[src/pkg/zdb_regs.svh]
// named constants of the zero delay clock fanout control block
`ifndef ZDB_REGS_SVH
`define ZDB_REGS_SVH

// ****************************************************************
// widths
// ****************************************************************
`define ZDB_HALF_W      4
`define ZDB_CNT_W       5
`define ZDB_FRZ_W       12
`define ZDB_CNT_RX_W    4
`define ZDB_MULT_W      6
`define ZDB_NUM_DIV     4

// ****************************************************************
// divider indices: bank a, bank b, bank c, loop return
// ****************************************************************
`define ZDB_DIV_A       0
`define ZDB_DIV_B       1
`define ZDB_DIV_C       2
`define ZDB_DIV_FB      3

// ****************************************************************
// half periods in post-halving ticks, per two-bit select
// ****************************************************************
`define ZDB_A_H0        4'h2
`define ZDB_A_H1        4'h3
`define ZDB_A_H2        4'h4
`define ZDB_A_H3        4'h6
`define ZDB_B_H0        4'h2
`define ZDB_B_H1        4'h3
`define ZDB_B_H2        4'h4
`define ZDB_B_H3        4'h5
`define ZDB_C_H0        4'h1
`define ZDB_C_H1        4'h2
`define ZDB_C_H2        4'h3
`define ZDB_C_H3        4'h4

// ****************************************************************
// loop return half periods per three-bit feedback select
// ****************************************************************
`define ZDB_F_H0        4'h2
`define ZDB_F_H1        4'h3
`define ZDB_F_H2        4'h4
`define ZDB_F_H3        4'h5
`define ZDB_F_H4        4'h4
`define ZDB_F_H5        4'h6
`define ZDB_F_H6        4'h8
`define ZDB_F_H7        4'ha

// ****************************************************************
// serial freeze frame and reset values
// ****************************************************************
`define ZDB_BIT_A0      0
`define ZDB_BIT_B0      4
`define ZDB_BIT_C1      8
`define ZDB_BIT_C2      9
`define ZDB_BIT_C3      10
`define ZDB_BIT_SYNC    11
`define ZDB_RX_LAST     4'hb
`define ZDB_RX_ONE      4'h1
`define ZDB_START_BIT   1'h0
`define ZDB_FRZ_RESET   12'hfff
`define ZDB_HALF_RESET  4'h2
`define ZDB_CNT_RESET   5'h03
`define ZDB_CNT_ONE     5'h01
`define ZDB_MULT_MAX    6'h28

`endif

[src/pkg/zdb_pkg.sv]
// types shared by the clock fanout control design files
package zdb_pkg;
`include "zdb_regs.svh"

   // serial freeze receiver states
   typedef enum logic [1:0] {
      ZDB_RX_IDLE  = 2'b01,
      ZDB_RX_SHIFT = 2'b10
   } zdb_rx_type;

   // state of one output divider
   typedef struct packed {
      logic [`ZDB_HALF_W-1:0] half;
      logic [`ZDB_CNT_W-1:0]  cnt;
      logic                   lvl;
   } zdb_div_state_type;

   // state of the top module
   typedef struct packed {
      logic                     ref_prev;
      logic                     sck_prev;
      logic                     halve;
      logic                     halve_ph;
      zdb_rx_type               rx_state;
      logic [`ZDB_CNT_RX_W-1:0] rx_cnt;
      logic [`ZDB_FRZ_W-1:0]    rx_sr;
      logic [`ZDB_FRZ_W-1:0]    freeze;
      logic [`ZDB_FRZ_W-1:0]    gate;
      logic [`ZDB_FRZ_W-1:0]    outv;
      logic                     c0;
      logic                     fb;
      logic                     xo;
      logic [`ZDB_MULT_W-1:0]   mult;
   } zdb_state_type;

endpackage

[src/rtl/zdb_divider.sv]
// glitch-free integer divider for one output bank or the loop return
`timescale 1ns/1ps
`include "zdb_regs.svh"
module zdb_divider
   import zdb_pkg::*;
(
   // clock and clear
   input  wire logic                   clk,
   input  wire logic                   clr_n,
   // rate
   input  wire logic                   tick,
   input  wire logic [`ZDB_HALF_W-1:0] half_sel,
   // state seen by the top
   output logic                        lvl,
   output logic                        wrap,
   output logic [`ZDB_CNT_W-1:0]       rem,
   output logic [`ZDB_HALF_W-1:0]      half
);

   // ****************************************************************
   // period counter
   // ****************************************************************
   zdb_div_state_type s_q;
   zdb_div_state_type s_d;
   logic [`ZDB_CNT_W-1:0] per;
   logic                  at_last;

   assign per     = {s_q.half, 1'b0};
   assign at_last = s_q.cnt == per - `ZDB_CNT_ONE;
   assign wrap    = tick && at_last;
   assign rem     = per - s_q.cnt;
   assign lvl     = s_q.lvl;
   assign half    = s_q.half;

   // new ratio only taken at a period boundary, so no runt or stretch
   always_comb
   begin
      s_d = s_q;
      if (!clr_n)
      begin
         s_d.half = `ZDB_HALF_RESET;
         s_d.cnt  = `ZDB_CNT_RESET;
         s_d.lvl  = 1'b0;
      end
      else if (tick)
      begin
         if (at_last)
         begin
            s_d.cnt  = '0;
            s_d.half = half_sel;
         end
         else
         begin
            s_d.cnt = s_q.cnt + `ZDB_CNT_ONE;
         end
         s_d.lvl = s_d.cnt < {1'b0, s_d.half};
      end
   end

   // state register
   always_ff @(posedge clk)
   begin
      s_q <= s_d;
   end

   // ratio held steady between boundaries
   a_ratio_steady: assert property (@(posedge clk) disable iff (!clr_n)
      !wrap |=> $stable(s_q.half))
      else $error("divider ratio changed mid period");

endmodule

[src/rtl/zdb_fanout_ctrl.sv]
// control logic of the multi-output zero delay clock fanout buffer
//
// Overview of operation
// oscillator multiple from halving and feedback selects
// feedback select sets loop return divide ratio
// halving low divides oscillator by two
// loop enable low: reference drives outputs directly; here reference rises clock the dividers instead
// source choice high picks crystal reference
// external choice picks reference clock zero/one
// master clear low resets, disables all outputs
// master clear high releases reset, enables outputs
// late bank invert flips bank c outputs 2,3
// sync pulse rises with coincident a/c edges
// each bank select picks its own ratio
// shift clock loads serial freeze register
// freeze register gates outputs individually
// twelve outputs in three banks of four
// ratio changes make no runt or stretch
// reference clocks switchable on the fly
// bank ratio tables per halving and select
// zero start bit then twelve bits, rising edge
// bit map a0-3, b0-3, c1-3, sync
// zero freezes low cleanly; c0, loop never
// unconnected controls default high
`timescale 1ns/1ps
`include "zdb_regs.svh"
module zdb_fanout_ctrl
   import zdb_pkg::*;
(
   // clock and reset
   input  wire logic       clk,
   input  wire logic       nrst,
   // reference selection
   input  wire logic       crystal_in,
   input  wire logic       ext_ref_clk_zero,
   input  wire logic       ext_ref_clk_one,
   input  wire logic       source_choice,
   input  wire logic       ext_ref_choice,
   input  wire logic       loop_enable,
   // ratio selection
   input  wire logic       osc_halving_select,
   input  wire logic [2:0] feedback_ratio_select,
   input  wire logic [1:0] bank_a_ratio_select,
   input  wire logic [1:0] bank_b_ratio_select,
   input  wire logic [1:0] bank_c_ratio_select,
   input  wire logic       late_bank_invert,
   input  wire logic       master_clear_out_enable,
   // serial freeze port
   input  wire logic       freeze_shift_clk,
   input  wire logic       freeze_shift_in,
   // clock outputs
   output logic [3:0]      bank_a_clk_out,
   output logic [3:0]      bank_b_clk_out,
   output logic [3:0]      bank_c_clk_out,
   output logic            loop_return_clk_out,
   output logic            sync_pulse_out,
   // crystal drive and status
   output logic            crystal_out,
   output logic [5:0]      osc_multiple
);

   // ****************************************************************
   // state and divider wiring
   // ****************************************************************
   zdb_state_type st_q;
   zdb_state_type st_d;

   logic                   clr_n;
   logic                   ref_sel;
   logic                   ref_rise;
   logic                   base_tick;
   logic                   tick;
   logic                   sck_rise;
   logic                   sync_raw;
   logic [`ZDB_FRZ_W-1:0]  raw;
   logic [`ZDB_HALF_W-1:0] half_sel [`ZDB_NUM_DIV];
   logic                   div_lvl  [`ZDB_NUM_DIV];
   logic                   div_wrap [`ZDB_NUM_DIV];
   logic [`ZDB_CNT_W-1:0]  div_rem  [`ZDB_NUM_DIV];
   logic [`ZDB_HALF_W-1:0] div_half [`ZDB_NUM_DIV];

   // master clear acts as a second synchronous reset
   assign clr_n = nrst && master_clear_out_enable;

   // ****************************************************************
   // reference path
   // ****************************************************************
   // plain mux: a switch may give one early edge, or lose the new source's rise if the old source was high
   assign ref_sel = source_choice ? crystal_in :
                    (ext_ref_choice ? ext_ref_clk_one :
                     ext_ref_clk_zero);
   assign ref_rise  = ref_sel && !st_q.ref_prev;
   // clk stands in for the locked oscillator; bypass uses ref edges
   assign base_tick = loop_enable || ref_rise;
   assign tick      = base_tick && (st_q.halve || st_q.halve_ph);
   assign sck_rise  = freeze_shift_clk && !st_q.sck_prev;

   // ****************************************************************
   // ratio decode
   // ****************************************************************
   always_comb
   begin
      unique case (bank_a_ratio_select)
         2'h0: half_sel[`ZDB_DIV_A] = `ZDB_A_H0;
         2'h1: half_sel[`ZDB_DIV_A] = `ZDB_A_H1;
         2'h2: half_sel[`ZDB_DIV_A] = `ZDB_A_H2;
         2'h3: half_sel[`ZDB_DIV_A] = `ZDB_A_H3;
      endcase
      unique case (bank_b_ratio_select)
         2'h0: half_sel[`ZDB_DIV_B] = `ZDB_B_H0;
         2'h1: half_sel[`ZDB_DIV_B] = `ZDB_B_H1;
         2'h2: half_sel[`ZDB_DIV_B] = `ZDB_B_H2;
         2'h3: half_sel[`ZDB_DIV_B] = `ZDB_B_H3;
      endcase
      unique case (bank_c_ratio_select)
         2'h0: half_sel[`ZDB_DIV_C] = `ZDB_C_H0;
         2'h1: half_sel[`ZDB_DIV_C] = `ZDB_C_H1;
         2'h2: half_sel[`ZDB_DIV_C] = `ZDB_C_H2;
         2'h3: half_sel[`ZDB_DIV_C] = `ZDB_C_H3;
      endcase
      // a and c take new ratios only together, so they stay in phase
      // and a coincident rise always exists for the sync pulse
      if (!(div_wrap[`ZDB_DIV_A] && div_wrap[`ZDB_DIV_C]))
      begin
         half_sel[`ZDB_DIV_A] = div_half[`ZDB_DIV_A];
         half_sel[`ZDB_DIV_C] = div_half[`ZDB_DIV_C];
      end
      unique case (feedback_ratio_select)
         3'h0: half_sel[`ZDB_DIV_FB] = `ZDB_F_H0;
         3'h1: half_sel[`ZDB_DIV_FB] = `ZDB_F_H1;
         3'h2: half_sel[`ZDB_DIV_FB] = `ZDB_F_H2;
         3'h3: half_sel[`ZDB_DIV_FB] = `ZDB_F_H3;
         3'h4: half_sel[`ZDB_DIV_FB] = `ZDB_F_H4;
         3'h5: half_sel[`ZDB_DIV_FB] = `ZDB_F_H5;
         3'h6: half_sel[`ZDB_DIV_FB] = `ZDB_F_H6;
         3'h7: half_sel[`ZDB_DIV_FB] = `ZDB_F_H7;
      endcase
   end

   // ****************************************************************
   // dividers: bank a, bank b, bank c, loop return
   // ****************************************************************
   genvar gi;
   generate
      for (gi = 0; gi < `ZDB_NUM_DIV; gi++)
      begin : g_div
         zdb_divider u_div (
            .clk      (clk),
            .clr_n    (clr_n),
            .tick     (tick),
            .half_sel (half_sel[gi]),
            .lvl      (div_lvl[gi]),
            .wrap     (div_wrap[gi]),
            .rem      (div_rem[gi]),
            .half     (div_half[gi])
         );
      end
   endgenerate

   // ****************************************************************
   // sync prediction and raw output levels
   // ****************************************************************
   // next a and c rises coincide exactly when their remaining ticks
   // match; that only happens in the faster clock's last period
   always_comb
   begin
      sync_raw = !(div_rem[`ZDB_DIV_A] == div_rem[`ZDB_DIV_C] &&
                   !(div_half[`ZDB_DIV_A] == div_half[`ZDB_DIV_C] &&
                     div_rem[`ZDB_DIV_A] >
                     {1'b0, div_half[`ZDB_DIV_A]}));
      raw = '0;
      raw[`ZDB_BIT_A0 +: 4] = {4{div_lvl[`ZDB_DIV_A]}};
      raw[`ZDB_BIT_B0 +: 4] = {4{div_lvl[`ZDB_DIV_B]}};
      raw[`ZDB_BIT_C1]      = div_lvl[`ZDB_DIV_C];
      raw[`ZDB_BIT_C2]      = div_lvl[`ZDB_DIV_C] ^ late_bank_invert;
      raw[`ZDB_BIT_C3]      = div_lvl[`ZDB_DIV_C] ^ late_bank_invert;
      raw[`ZDB_BIT_SYNC]    = sync_raw;
   end

   // ****************************************************************
   // next state
   // ****************************************************************
   always_comb
   begin
      st_d          = st_q;
      st_d.ref_prev = ref_sel;
      st_d.sck_prev = freeze_shift_clk;
      st_d.xo       = !crystal_in;
      if (base_tick && !st_q.halve)
      begin
         st_d.halve_ph = !st_q.halve_ph;
      end
      // halving only moves at an a/c coincidence, keeping ratios whole
      if (div_wrap[`ZDB_DIV_A] && div_wrap[`ZDB_DIV_C])
      begin
         st_d.halve = osc_halving_select;
      end
      // multiple of the reference that the oscillator must run at
      st_d.mult = st_q.halve ?
                  {1'b0, half_sel[`ZDB_DIV_FB], 1'b0} :
                  {half_sel[`ZDB_DIV_FB], 2'b00};
      // serial freeze receiver
      if (sck_rise)
      begin
         unique case (st_q.rx_state)
            ZDB_RX_IDLE:
            begin
               if (freeze_shift_in == `ZDB_START_BIT)
               begin
                  st_d.rx_state = ZDB_RX_SHIFT;
                  st_d.rx_cnt   = '0;
               end
            end
            ZDB_RX_SHIFT:
            begin
               st_d.rx_sr[st_q.rx_cnt] = freeze_shift_in;
               if (st_q.rx_cnt == `ZDB_RX_LAST)
               begin
                  st_d.freeze   = st_d.rx_sr;
                  st_d.rx_state = ZDB_RX_IDLE;
               end
               else
               begin
                  st_d.rx_cnt = st_q.rx_cnt + `ZDB_RX_ONE;
               end
            end
         endcase
      end
      // gates only move while their output is low: no partial pulse
      for (int i = 0; i < `ZDB_FRZ_W; i++)
      begin
         st_d.gate[i] = raw[i] ? st_q.gate[i] : st_q.freeze[i];
         st_d.outv[i] = raw[i] && st_q.gate[i];
      end
      st_d.c0 = div_lvl[`ZDB_DIV_C];
      st_d.fb = div_lvl[`ZDB_DIV_FB];
      if (!clr_n)
      begin
         st_d          = '0;
         st_d.halve    = 1'b1;
         st_d.halve_ph = 1'b0; // first halved period not cut short
         st_d.rx_state = ZDB_RX_IDLE;
         st_d.freeze   = `ZDB_FRZ_RESET;
         st_d.gate     = `ZDB_FRZ_RESET;
         st_d.ref_prev = ref_sel;
         st_d.sck_prev = freeze_shift_clk;
      end
   end

   // state register
   always_ff @(posedge clk)
   begin
      st_q <= st_d;
   end

   // ****************************************************************
   // outputs
   // ****************************************************************
   assign bank_a_clk_out      = st_q.outv[`ZDB_BIT_A0 +: 4];
   assign bank_b_clk_out      = st_q.outv[`ZDB_BIT_B0 +: 4];
   assign bank_c_clk_out      = {st_q.outv[`ZDB_BIT_C3:`ZDB_BIT_C1],
                                 st_q.c0};
   assign loop_return_clk_out = st_q.fb;
   assign sync_pulse_out      = st_q.outv[`ZDB_BIT_SYNC];
   assign crystal_out         = st_q.xo;
   assign osc_multiple        = st_q.mult;

   // ****************************************************************
   // checks
   // ****************************************************************
   a_clear_outputs_low: assert property (@(posedge clk) disable iff (!nrst)
      !master_clear_out_enable |=>
      bank_a_clk_out == 4'h0 && bank_c_clk_out == 4'h0 &&
      !loop_return_clk_out && !sync_pulse_out)
      else $error("outputs active during master clear");

   a_c0_never_frozen: assert property (@(posedge clk) disable iff (!clr_n)
      $past(clr_n) |-> bank_c_clk_out[0] == $past(div_lvl[`ZDB_DIV_C]))
      else $error("bank c output zero not following its divider");

   a_invert_late_pair: assert property (@(posedge clk) disable iff (!clr_n)
      $past(clr_n) && $past(st_q.gate[`ZDB_BIT_C2]) |->
      bank_c_clk_out[2] ==
      ($past(div_lvl[`ZDB_DIV_C]) ^ $past(late_bank_invert)))
      else $error("bank c output two inversion wrong");

   a_frozen_stays_low: assert property (@(posedge clk) disable iff (!clr_n)
      !st_q.gate[`ZDB_BIT_A0] && !st_q.freeze[`ZDB_BIT_A0] |=>
      !bank_a_clk_out[0] [*2])
      else $error("frozen output pulsed");

   a_sync_with_edges: assert property (@(posedge clk) disable iff (!clr_n)
      $rose(sync_pulse_out) && $past(st_q.gate[`ZDB_BIT_A0]) &&
      $past(st_q.gate[`ZDB_BIT_C1]) |->
      $rose(bank_a_clk_out[0]) && $rose(bank_c_clk_out[1]))
      else $error("sync rise not at coincident a and c edges");

   a_multiple_top: assert property (@(posedge clk) disable iff (!clr_n)
      $past(clr_n) && $past(feedback_ratio_select) == 3'h7 &&
      !$past(st_q.halve) |-> osc_multiple == `ZDB_MULT_MAX)
      else $error("oscillator multiple wrong at top setting");

   a_serial_commit: assert property (@(posedge clk) disable iff (!clr_n)
      st_q.rx_state == ZDB_RX_SHIFT && st_q.rx_cnt == `ZDB_RX_LAST &&
      sck_rise |=>
      st_q.freeze == {$past(freeze_shift_in),
                      $past(st_q.rx_sr[`ZDB_BIT_SYNC-1:0])} &&
      st_q.rx_state == ZDB_RX_IDLE)
      else $error("freeze frame not committed after twelve bits");

   a_bypass_waits_ref: assert property (@(posedge clk) disable iff (!clr_n)
      !loop_enable && !ref_rise |=> $stable(g_div[0].u_div.s_q.cnt))
      else $error("bank a advanced without a reference edge in bypass");

endmodule

[config.mk]
export PLATFORM = sky130hd
export DESIGN_NAME = zdb_fanout_ctrl
export DESIGN_NICKNAME = d
export VERILOG_FILES = /design/src/pkg/zdb_pkg.sv /design/src/rtl/zdb_divider.sv /design/src/rtl/zdb_fanout_ctrl.sv
export VERILOG_INCLUDE_DIRS = /design/src /design/src/pkg
export SDC_FILE = /design/constraint.sdc
export NUM_CORES = 1
export LEC_CHECK = 0
export BUFFER_PORTS_ARGS = -buffer_cell sky130_fd_sc_hd__buf_2
export CORE_UTILIZATION = 30
export DETAILED_ROUTE_END_ITERATION = 10
export PLACE_DENSITY = 0.55
export SLEW_MARGIN = 20
export SYNTH_ARGS = -nofsm -noshare
export SYNTH_HDL_FRONTEND = slang
export SYNTH_SLANG_ARGS = --single-unit
[constraint.sdc]
create_clock -name clk -period 3 [get_ports clk]
set_clock_uncertainty 0.2 [all_clocks]
set_input_delay 0.15 -clock clk [delete_from_list [all_inputs] [get_ports clk]]
set_output_delay 0.15 -clock clk [all_outputs]
set_load 0.01 [all_outputs]
; Word level (Yosys, flattened, before mapping)
; Memories as Yosys holds them, arrays and structs flattened.
; Index checks and enable logic that the tools add are counted.
[classes]
addsub = 11
n_lt_le_gt_ge = 7
n_eq_ne = 21
muxes = 39
n_bitwise = 2
reduce_logical = 41
[ops]
columns = op, n
row1 = 2-to-1 mux 4 bit, 15
row2 = 2-to-1 mux 5 bit, 12
row3 = case mux 4 bit (4 select lines), 3
row4 = equality test 5 bit, 5
row5 = logical AND 1 bit, 23
row6 = adder 5 x 1 -> 5 bit (second input constant), 4
row7 = < comparator 5 x 4 -> 1 bit, 4
row8 = subtractor 5 x 1 -> 5 bit (second input constant), 4
row9 = equality test 2 bit (second input constant), 7
row10 = bitwise mux 12 bit, 1
row11 = 2-to-1 mux 6 bit, 2
row12 = case mux 6 bit (2 select lines), 1
row13 = subtractor 5 bit, 2
row14 = AND reduction 3 bit, 3
row15 = equality test 2 x 1 -> 1 bit (second input constant), 4
row16 = logical NOT 1 bit, 7
row17 = logical NOT 2 bit, 3
row18 = inequality test 2 bit (second input constant), 3
row19 = greater-than comparator 5 x 4 -> 1 bit, 1
row20 = < comparator 4 x 5 -> 1 bit (second input constant), 1
row21 = adder 4 x 1 -> 4 bit (second input constant), 1
row22 = demux 1 bit (select 4 bit), 1
row23 = equality test 4 bit, 1
row24 = equality test 4 bit (second input constant), 1
row25 = other kinds (8), 12
[word_totals]
register_bits = 107
mem_bits_ro = 32
inputBits = 22
out_inout_bits = 21
elab_cells = 154
memories = 1
[memory_table]
columns = name, words, width, rd, rd_clocked_by_memory_dff, write_ports, line_no
row1 = (name not given), 8, 4, 1, 0, 0, zdb_fanout_ctrl.sv:128  ; unique case (feedback_ratio_select)

; Logic depth before layout (Yosys ltp)
; Gate-level depths: netlist of run 1.
[depth]
ltp_word = 12
mapped_depth = 15
ltp_nobuf = 13

; Cells and area by module
; From an unflattened synthesis of run 1, not the netlist that was laid out.
[unflattened]
hier_cells = 731
hier_area_um2 = 6570.1
[by_module_without_submodules]
columns = module, instances, cells_per_inst, area_per_inst_um2, seq_area_each_um2
row1 = zdb_divider, 4, 99, 888.4, 200.2
row2 = zdb_fanout_ctrl, 1, 335, 3016.6, 1301.2

; Worst setup path before layout of run 1
; No wires, ideal clock.
[synth_timing]
kind = register to register
startpoint = register g_div[0].u_div.s_q, in the netlist g_div[0].u_div.half[0]
endpoint = register g_div[0].u_div.s_q, in the netlist g_div[0].u_div.lvl
setup_ps = 88
arrival_ps = 2928
required_ps = 2712
path_slack_ps = -216
stages_incl_launch_ff = 14
path_buffers = 1
period_less_slack_ps = 3216
cell_sequence = dfxtp_1 inv_1 ha_1 xnor2_1 and4bb_2 a22o_4 nand3_2 buf_4 mux2i_1 ha_1 a21o_1 a211oi_1 a22oi_1 a311oi_2
[synth_via]
elab_chain_len = 9
word_cells_on_any_way = 12
cone_classes = add/sub (1) / order compare (1) / eq/ne (1) / mux (7) / reduce/logical (2)
[synth_rtl]
columns = item, line_no
row1 = start: declaration, zdb_divider.sv:23  ; zdb_div_state_type s_q;
row2 = start signal: assignment, zdb_divider.sv:63  ; s_q <= s_d;
row3 = subtractor 5 x 1 -> 5 bit (no source line), n/a
row4 = equality test 5 bit (no source line), n/a
row5 = logical AND 1 bit, zdb_divider.sv:30  ; assign wrap = tick && at_last;
row6 = logical AND 1 bit, zdb_fanout_ctrl.sv:123  ; if (!(div_wrap[`ZDB_DIV_A] && div_wrap[`ZDB_DIV_C]))
row7 = 2-to-1 mux 4 bit, zdb_fanout_ctrl.sv:123
row8 = 2-to-1 mux 4 bit, zdb_divider.sv:47  ; if (at_last)
row9 = 2-to-1 mux 4 bit, zdb_divider.sv:45  ; else if (tick)
row10 = 2-to-1 mux 4 bit, zdb_divider.sv:39  ; if (!clr_n)
row11 = < comparator 5 x 4 -> 1 bit *, zdb_divider.sv:56  ; s_d.lvl = s_d.cnt < {1'b0, s_d.half};
; Every way passes the cells marked *; elsewhere a longest branch is shown, timed or not. The select of a mux whose other input is x is not followed.
; A chain may end at the register's enable or synchronous reset.

; Worst setup path in the final report of run 1
; Ends and elaborated chain as after synthesis.

==> impl_results.md, run 1 <==
- Max-slew violations: 0
- Startpoint types: flip-flop
- CP Capture Type: flip-flop
- Wire length per cell: 13.77 um
- Sequential fraction of the synthesis area: 37.64%
- Routed wl met2: 6.017 mm
- Final min period: ~3.0 ns
- Hold WC Path Type: input pin to flip-flop
- Largest net degree at the start of global routing: 31
- Area share of the largest cell type after synthesis: 37.64%
- Leading area contributor after synthesis: dfxtp_1
- H-tree lvl count: 3
- Max incr delay on CP: 0.38 ns
- Slowest cell on the critical path: dfxtp_4
- Post-Syn Area per Cell: 8.698 um^2
- EDFF count, synth: 0
- Worst setup margin: between 0.03 and 0.04 ns
- Layout cell share with drive strength beyond 1: between 20% and 30%
- Dpl cells: between 900 and 1000
- Setup TNS: 0 ns
- Final HPWL DP: 9.124 mm
- Wire length of the first global-routing pass: 21.20 mm
- Final Hold Fails: 0
- TritonCTS buffer count: 9
- Routed Antenna Nets: 0
- FFs w/ async S/R, synth: 0%
- Worst setup path category: flip-flop to flip-flop
- WP data arrival: 3.03 ns
- Die width: 138.4 um
- Crit share post-route: 98.97%
- Met3 wire length: between 400 and 500 um
- Clock sinks: 105
- Post-Route WL: 13.09 mm
- VDD IR-drop max: 0.2939 mV
- Critical Path Fanout Max: 7
- Synth Flop Type: dfxtp_1
- Row count: 49
- DIE HEIGHT: between 100 and 150 um
- DR top layer: met4
- Routed vias/inst: 4.710
- Most common cell after layout, fill and taps aside: dfxtp_1
- Root buffer cell: clkbuf_16
- Synth Register Bits: 105
- IO Count: 43
- 1st-iter DRT viols: 230
- Initial core utilization: slightly above 30%
- CTS Buffer Depth: 2
- Yosys cell types: 57
- Leak pwr: 0.002933 uW
- Initial antenna violation count: 0
- Global route overflow: 0
- CTS tree: done
- Endpoints failing setup: 0
- # DRC: 4
- Failing checks: DRC
- Power per cell area: 533.2 nW/um^2
- Post-placement setup slack: -0.05086 ns
- Data required, critical path: 3.06 ns
- Vias in the first global route: 4220
- Status: finished with violations
- Crit-path cells: inv_4, ha_4, xnor2_4, and4bb_2, a22o_4, nand3_4, mux2i_2, ha_1, a21o_1, a211oi_2, a22oi_2, a311oi_2
- Nets@finish: 781
- Final Util: between 30% and 40%
- Antenna diode count: 0
- Post-route met1 wirelength: 6.506 mm
- DRT Pass-1 Iters: 7
- Routed vias: 4479
- Worst Max-Slew Pin Slew: 0.7408 ns
- Synthesis Warnings: 0
- Max Clock Freq: 336.8 MHz
- Die ar.: 19160 um^2
- Most frequent cells in the layout: dfxtp_1 (98), nand2_1 (80), nor2_1 (62)
- Post-route non-filler standard cell count: 951
- IO buf count: 41
- RePlAce Congestion: 0.8322
- Worst-Skew Late Latency: 0.36 ns
- Slew margin rel.: 50.61%
- Core area: 18090 um^2
- Clock slew at reported path FFs: 0.08 ns
- Worst Hold Slack: 0.007836 ns
- Mapped Cells: 642
- Syn nets: a little over 700
- RSZ-0062 raised after global routing: true
- Tot GR Track Use: 13.81%
- Max Cap Viol: 0
- Synthesis-to-layout area growth: 23.50%
- Synth area leaders: dfxtp_1 (38%), ha_1 (9.0%), nand2_1 (5.4%)
- Post-Synthesis Cell Area: 5584 um^2
state kept, by name, indices dropped and copies added (netlist names), 4 cells and up:
register / flops
st_q: 45
g_div.u_div.s_q: 20
g_div.u_div.half: 16
osc_multiple: 5
bank_a_clk_out: 4
bank_b_clk_out: 4
bank_c_clk_out: 4
g_div.u_div.lvl: 4
critical path, delay by kind of cell, from the launching register on:
family	cells	cell delay [ns]
buffers and inverters	1	0.05
multiplexers	1	0.25
AND/OR/NAND/NOR	2	0.37
AO/OA/AOI/OAI	5	0.96
adder cells (fa/ha/maj)	2	0.55
XOR/XNOR	1	0.12
flip-flops	1	0.38
synthesized netlist by cell type, drive strengths merged, types with 3 or more instances:
cell type and instances:
o21ai 13, a21o 5, nand3 32, inv 26
dfxtp 105, buf 28, nand2 81, nand4 3
clkbuf 20, a21oi 34, and3 7, mux2i 25
ha 40, or4 5, mux2 3, nand2b 14
a211oi 18, xnor2 32, a31oi 4, nor2b 13
nor3 5, xor2 17, o211ai 18, and2 4
nor2 62
path summary, 6_finish.rpt:
path                             end  slack (ns)                      from  cells past startpoint
setup / recovery  g_div[0].u_div.lvl        0.03    g_div[0].u_div.half[0]                     12
hold / removal       osc_multiple[3]       0.008  feedback_ratio_select[0]                      5
setup reg to reg  g_div[0].u_div.lvl        0.03    g_div[0].u_div.half[0]                     12
hold reg to reg    bank_b_clk_out[3]        0.25                  st_q[28]                      2
report_power, final:
part           switching, uW  internal, uW  leakage (uW)
sequential              50.1          1450      0.000853
clock                    595           585      0.000142
combinational            498           503       0.00194
total                   1140          2530       0.00293
metrics by stage:
step | power, uW | area, um^2
floorplan | 2141 | 5629
global placement | 2379 | 6208
detailed placement | 2384 | 6208
CTS | 3618 | 6664
global route | 3897 | 6897
finish | 3677 | 6897
final cells by class:
type                    instances  area (um^2)
fillers                      1860        11190
well taps                     229        286.5
clock inverters                 6        53.80
flip-flops and latches        105         2116
multi-input cells             463         3341
repair buffers                112        770.7
inverters                      26        100.1
clock buffers                  10        229.0
layer usage:
layer,global-route usage (%),up-vias
li1,-,2342
met1,18.20,2066
met2,22.55,63
met3,2.910,8
met4,4.258,0
met5,0,-
repair_timing:
item | 4_1_cts | 5_1_grt
setup endpoints to repair | 1 | 6
hold endpoints to repair | 14 | 0
hold buffers | 13 | 0
buffers inserted | 2 | 9
pin swaps | 2 | 16
resized for setup | 3 | 31
cell families (layout without fill, tap and decap cells):
family          after synthesis  in the layout  synth area share [%]
compound gates              111            111                 13.51
flops                       105            105                 37.64
other cells                   1              1               0.06715
xor+xnor                     49             49                 7.954
buf+inv                      74            154                 6.520
simple gates                232            232                 19.54
fa+ha+maj                    42             42                 9.680
mux                          28             28                 5.086
No activity file was read; power rests on OpenSTA's default activity.
==> run 2, diff against run 1 <==
ABC_AREA = 1   (was unset)
GPL_ROUTABILITY_DRIVEN = 0   (was unset)
PLACE_DENSITY = 0.54   (was 0.55)
clock period = 3.8 ns   (was 3 ns; I/O delays follow)
==> impl_results.md, run 2 <==
- VDD IR-drop max: 0.2390 mV (was 0.2939 mV)
- Most numerous cell in the Yosys netlist: nand2_1 (was dfxtp_1)
- Area of the multi-input gates: 2992 um^2 (was 3341 um^2)
- Post-placement setup slack: 0.8152 ns (was -0.05086 ns)
- Root buffer cell: clkbuf_16 (unchanged)
- Endpoints failing setup: 0 (unchanged)
- Routed Antenna Nets: 0 (unchanged)
- Crit share post-route: 78.99% (was 98.97%)
- FF+latch area: 2102 um^2 (was 2116 um^2)
- Worst-Skew Late Latency: 0.36 ns (about the same)
- Wire length of the first global-routing pass: 21.77 mm (was 21.20 mm)
- IO buf count: 41 (unchanged)
- Synthesis Warnings: 0 (unchanged)
- Final HPWL DP: 9.205 mm (was 9.124 mm)
- Setup bufs post-CTS: 0 (was 2)
- Die ar.: 19460 um^2 (was 19160 um^2)
- DRT Pass-1 Iters: 5 (was 7)
- Final Hold Fails: 0 (unchanged)
- Power per cell area: 474.4 nW/um^2 (was 533.2 nW/um^2)
- Initial core utilization: 31.05% (was 30.88%)
- Sequential fraction of the synthesis area: 37.05% (was 37.64%)
- Most frequent cells in the layout: nand2_1 (169), dfxtp_1 (105), nor2_1 (94) (was dfxtp_1 (98), nand2_1 (80), nor2_1 (62))
- Synth area leaders: dfxtp_1 (37%), nand2_1 (11%), ha_1 (8.8%) (was dfxtp_1 (38%), ha_1 (9.0%), nand2_1 (5.4%))
- Clock slew at reported path FFs: 0.08 ns (about the same)
- IO Count: 43 (unchanged)
- Global route overflow: 0 (unchanged)
- Max Clock Freq: 333.1 MHz (was 336.8 MHz)
- Dpl cells: 1020 (was 911)
- TritonCTS buffer count: 9 (unchanged)
- Final min period: 3.002 ns (was 2.969 ns)
- H-tree lvl count: 3 (unchanged)
- 1st-iter DRT viols: 281 (was 230)
- DIE HEIGHT: 139.5 um (was 138.4 um)
- Hold WC Path Type: input pin to flip-flop (unchanged)
- Tot GR Track Use: 13.94% (was 13.81%)
- Post-route non-filler standard cell count: 1046 (was 951)
- Wire length per cell: 12.13 um (was 13.77 um)
- Post-Route WL: 12.69 mm (was 13.09 mm)
- Synth Flop Type: dfxtp_1 (unchanged)
- Crit-path cells: inv_1, ha_1, nand2_1, nand2_1, nand3b_1, nor2_8, nand3_4, inv_2, nand2_1, o21ai_1, inv_2, ha_1, a21oi_1, o221ai_1, inv_1, nand2_1, a21oi_2 (was inv_4, ha_4, xnor2_4, and4bb_2, a22o_4, nand3_4, mux2i_2, ha_1, a21o_1, a211oi_2, a22oi_2, a311oi_2)
- Synth Register Bits: 105 (unchanged)
- Die width: 139.5 um (was 138.4 um)
- Area share of the largest cell type after synthesis: 37.05% (was 37.64%)
- Data required, critical path: 3.90 ns (was 3.06 ns)
- Routed vias: 4794 (was 4479)
- Nets@finish: 876 (was 781)
- FFs w/ async S/R, synth: 0% (unchanged)
- Antenna diode count: 0 (unchanged)
- Vias in the first global route: 4526 (was 4220)
- Pwr Total: 3026 uW (was 3677 uW)
- Yosys cell types: 39 (was 57)
- Syn nets: 850 (was 706)
- Slowest cell on the critical path: dfxtp_1 (was dfxtp_4)
- FILL cells: 1991 (was 1860)
- Worst setup margin: 0.7982 ns (was 0.03075 ns)
- Largest net degree at the start of global routing: 50 (was 31)
- Layout cell share with drive strength beyond 1: 10.77% (was 22.85%)
- Synth top cells by count: nand2_1 (170), dfxtp_1 (105), nor2_1 (94) (was dfxtp_1 (105), nand2_1 (81), nor2_1 (62))
- # DRC: 0 (was 4)
- Leading area contributor after synthesis: dfxtp_1 (unchanged)
- Post-Synthesis Cell Area: 5673 um^2 (was 5584 um^2)
- Setup TNS: 0 ns (unchanged)
- Startpoint types: flip-flop (unchanged)
- Max-slew violations: 0 (unchanged)
- Initial antenna violation count: 0 (unchanged)
- Max reg flops: 45 (unchanged)
- Critical Path Fanout Max: 10 (was 7)
- Mapped Cells: 786 (was 642)
- Max incr delay on CP: 0.43 ns (was 0.38 ns)
- Worst setup path category: flip-flop to flip-flop (unchanged)
- CTS tree: done (unchanged)
- Leak pwr: 0.002950 uW (was 0.002933 uW)
- RSZ-0062 raised after global routing: false (was true)
- Most frequent CP cell: nand2_1
- Max Cap Viol: 0 (unchanged)
- EDFF count, synth: 0 (unchanged)
- Row count: 49 (unchanged)
- Worst Max-Slew Pin Slew: 0.5324 ns (was 0.7408 ns)
- CP Capture Type: flip-flop (unchanged)
- Final Util: 34.91% (was 38.13%)
- WP data arrival: 3.11 ns (was 3.03 ns)
- Status: completed (was finished with violations)
- Core area: 18270 um^2 (was 18090 um^2)
- Synthesis-to-layout area growth: 12.44% (was 23.50%)
- Post-Syn Area per Cell: 7.217 um^2 (was 8.698 um^2)
- Most common cell after layout, fill and taps aside: nand2_1 (was dfxtp_1)
- CTS Buffer Depth: 2 (unchanged)
- Routed vias/inst: 4.583 (was 4.710)
- Biggest register: st_q (unchanged)
- Slew margin rel.: 64.51% (was 50.61%)
- Clock sinks: 105 (unchanged)
run 2: changes by cell type after synthesis, moves of 13 or more:
cell      previous run  this run
a211oi_1            18         4
a21oi_1             34        48
inv_1               26        79
inv_2                0        14
mux2i_1             25         0
nand2_1             81       170
nand2b_1            14         0
nand3_1             31        52
nor2_1              62        94
nor2b_1             13         0
o211ai_1            18         4
o21ai_0             12        46
xnor2_1             31        14
run 2: routing by layer:
metal | global-route usage [%] | vias to the layer above | share of wire, %
li1 | - | 2560 | -
met1 | 18.84 | 2147 | 53
met2 | 22.03 | 76 | 43
met3 | 2.478 | 11 | 2.8
met4 | 5.263 | 0 | 1.3
met5 | 0 | - | 0
run 2: worst max-delay path, delay by kind of cell (launching register included):
kind            cells  cell delay (ns)
flops               1             0.43
simple gates        7             0.88
compound gates      4             0.44
fa+ha+maj           2             0.62
buf+inv             4             0.35
run 2: worst paths after layout:
path | startpoint | end | slack (ns) | cells after the start
hold reg to reg | g_div[3].u_div.lvl | loop_return_clk_out | 0.23 | 2
setup / recovery | g_div[0].u_div.half[0] | g_div[0].u_div.lvl | 0.80 | 17
setup reg to reg | g_div[0].u_div.half[0] | g_div[0].u_div.lvl | 0.80 | 17
hold / removal | bank_a_ratio_select[1] | g_div[0].u_div.half[2] | 0.02 | 5
run 2: cell type report:
cell class                      count  area share (%)
Clock inverter                      6           1.059
Multi-Input combinational cell    546           46.90
Sequential cell                   105           32.95
Tap cell                          229           4.492
Inverter                           95           5.590
Clock buffer                       10           3.747
Timing Repair Buffer               55           5.257
run 2: kinds of logic after synthesis:
kind of cell | synth area share, %
other cells | 0.06610
xor+xnor | 4.940
flops | 37.05
fa+ha+maj | 9.528
compound gates | 12.51
buf+inv | 10.26
simple gates | 25.65
run 2: per-stage QoR:
| step | instance area (um^2) | hold slack [ns] |
|---|---|---|
| 2_1_floorplan | 5673 | 0.01772 |
| 3_3_place_gp | 5972 | 0.1093 |
| 3_5_place_dp | 5972 | 0.1166 |
| 4_1_cts | 6379 | 0.005494 |
| 5_1_grt | 6379 | 0.04043 |
| 6_report | 6379 | 0.01930 |
run 2: where the power goes:
part	internal [uW]	switching (uW)
clock network	486	476
logic	318	532
registers	1160	53.9
run 2: timing repair:
item | 4_1_cts | 5_1_grt
resized for setup | 0 | 0
hold buffers | 10 | 0
endpoints found under the hold margin | 10 | 0
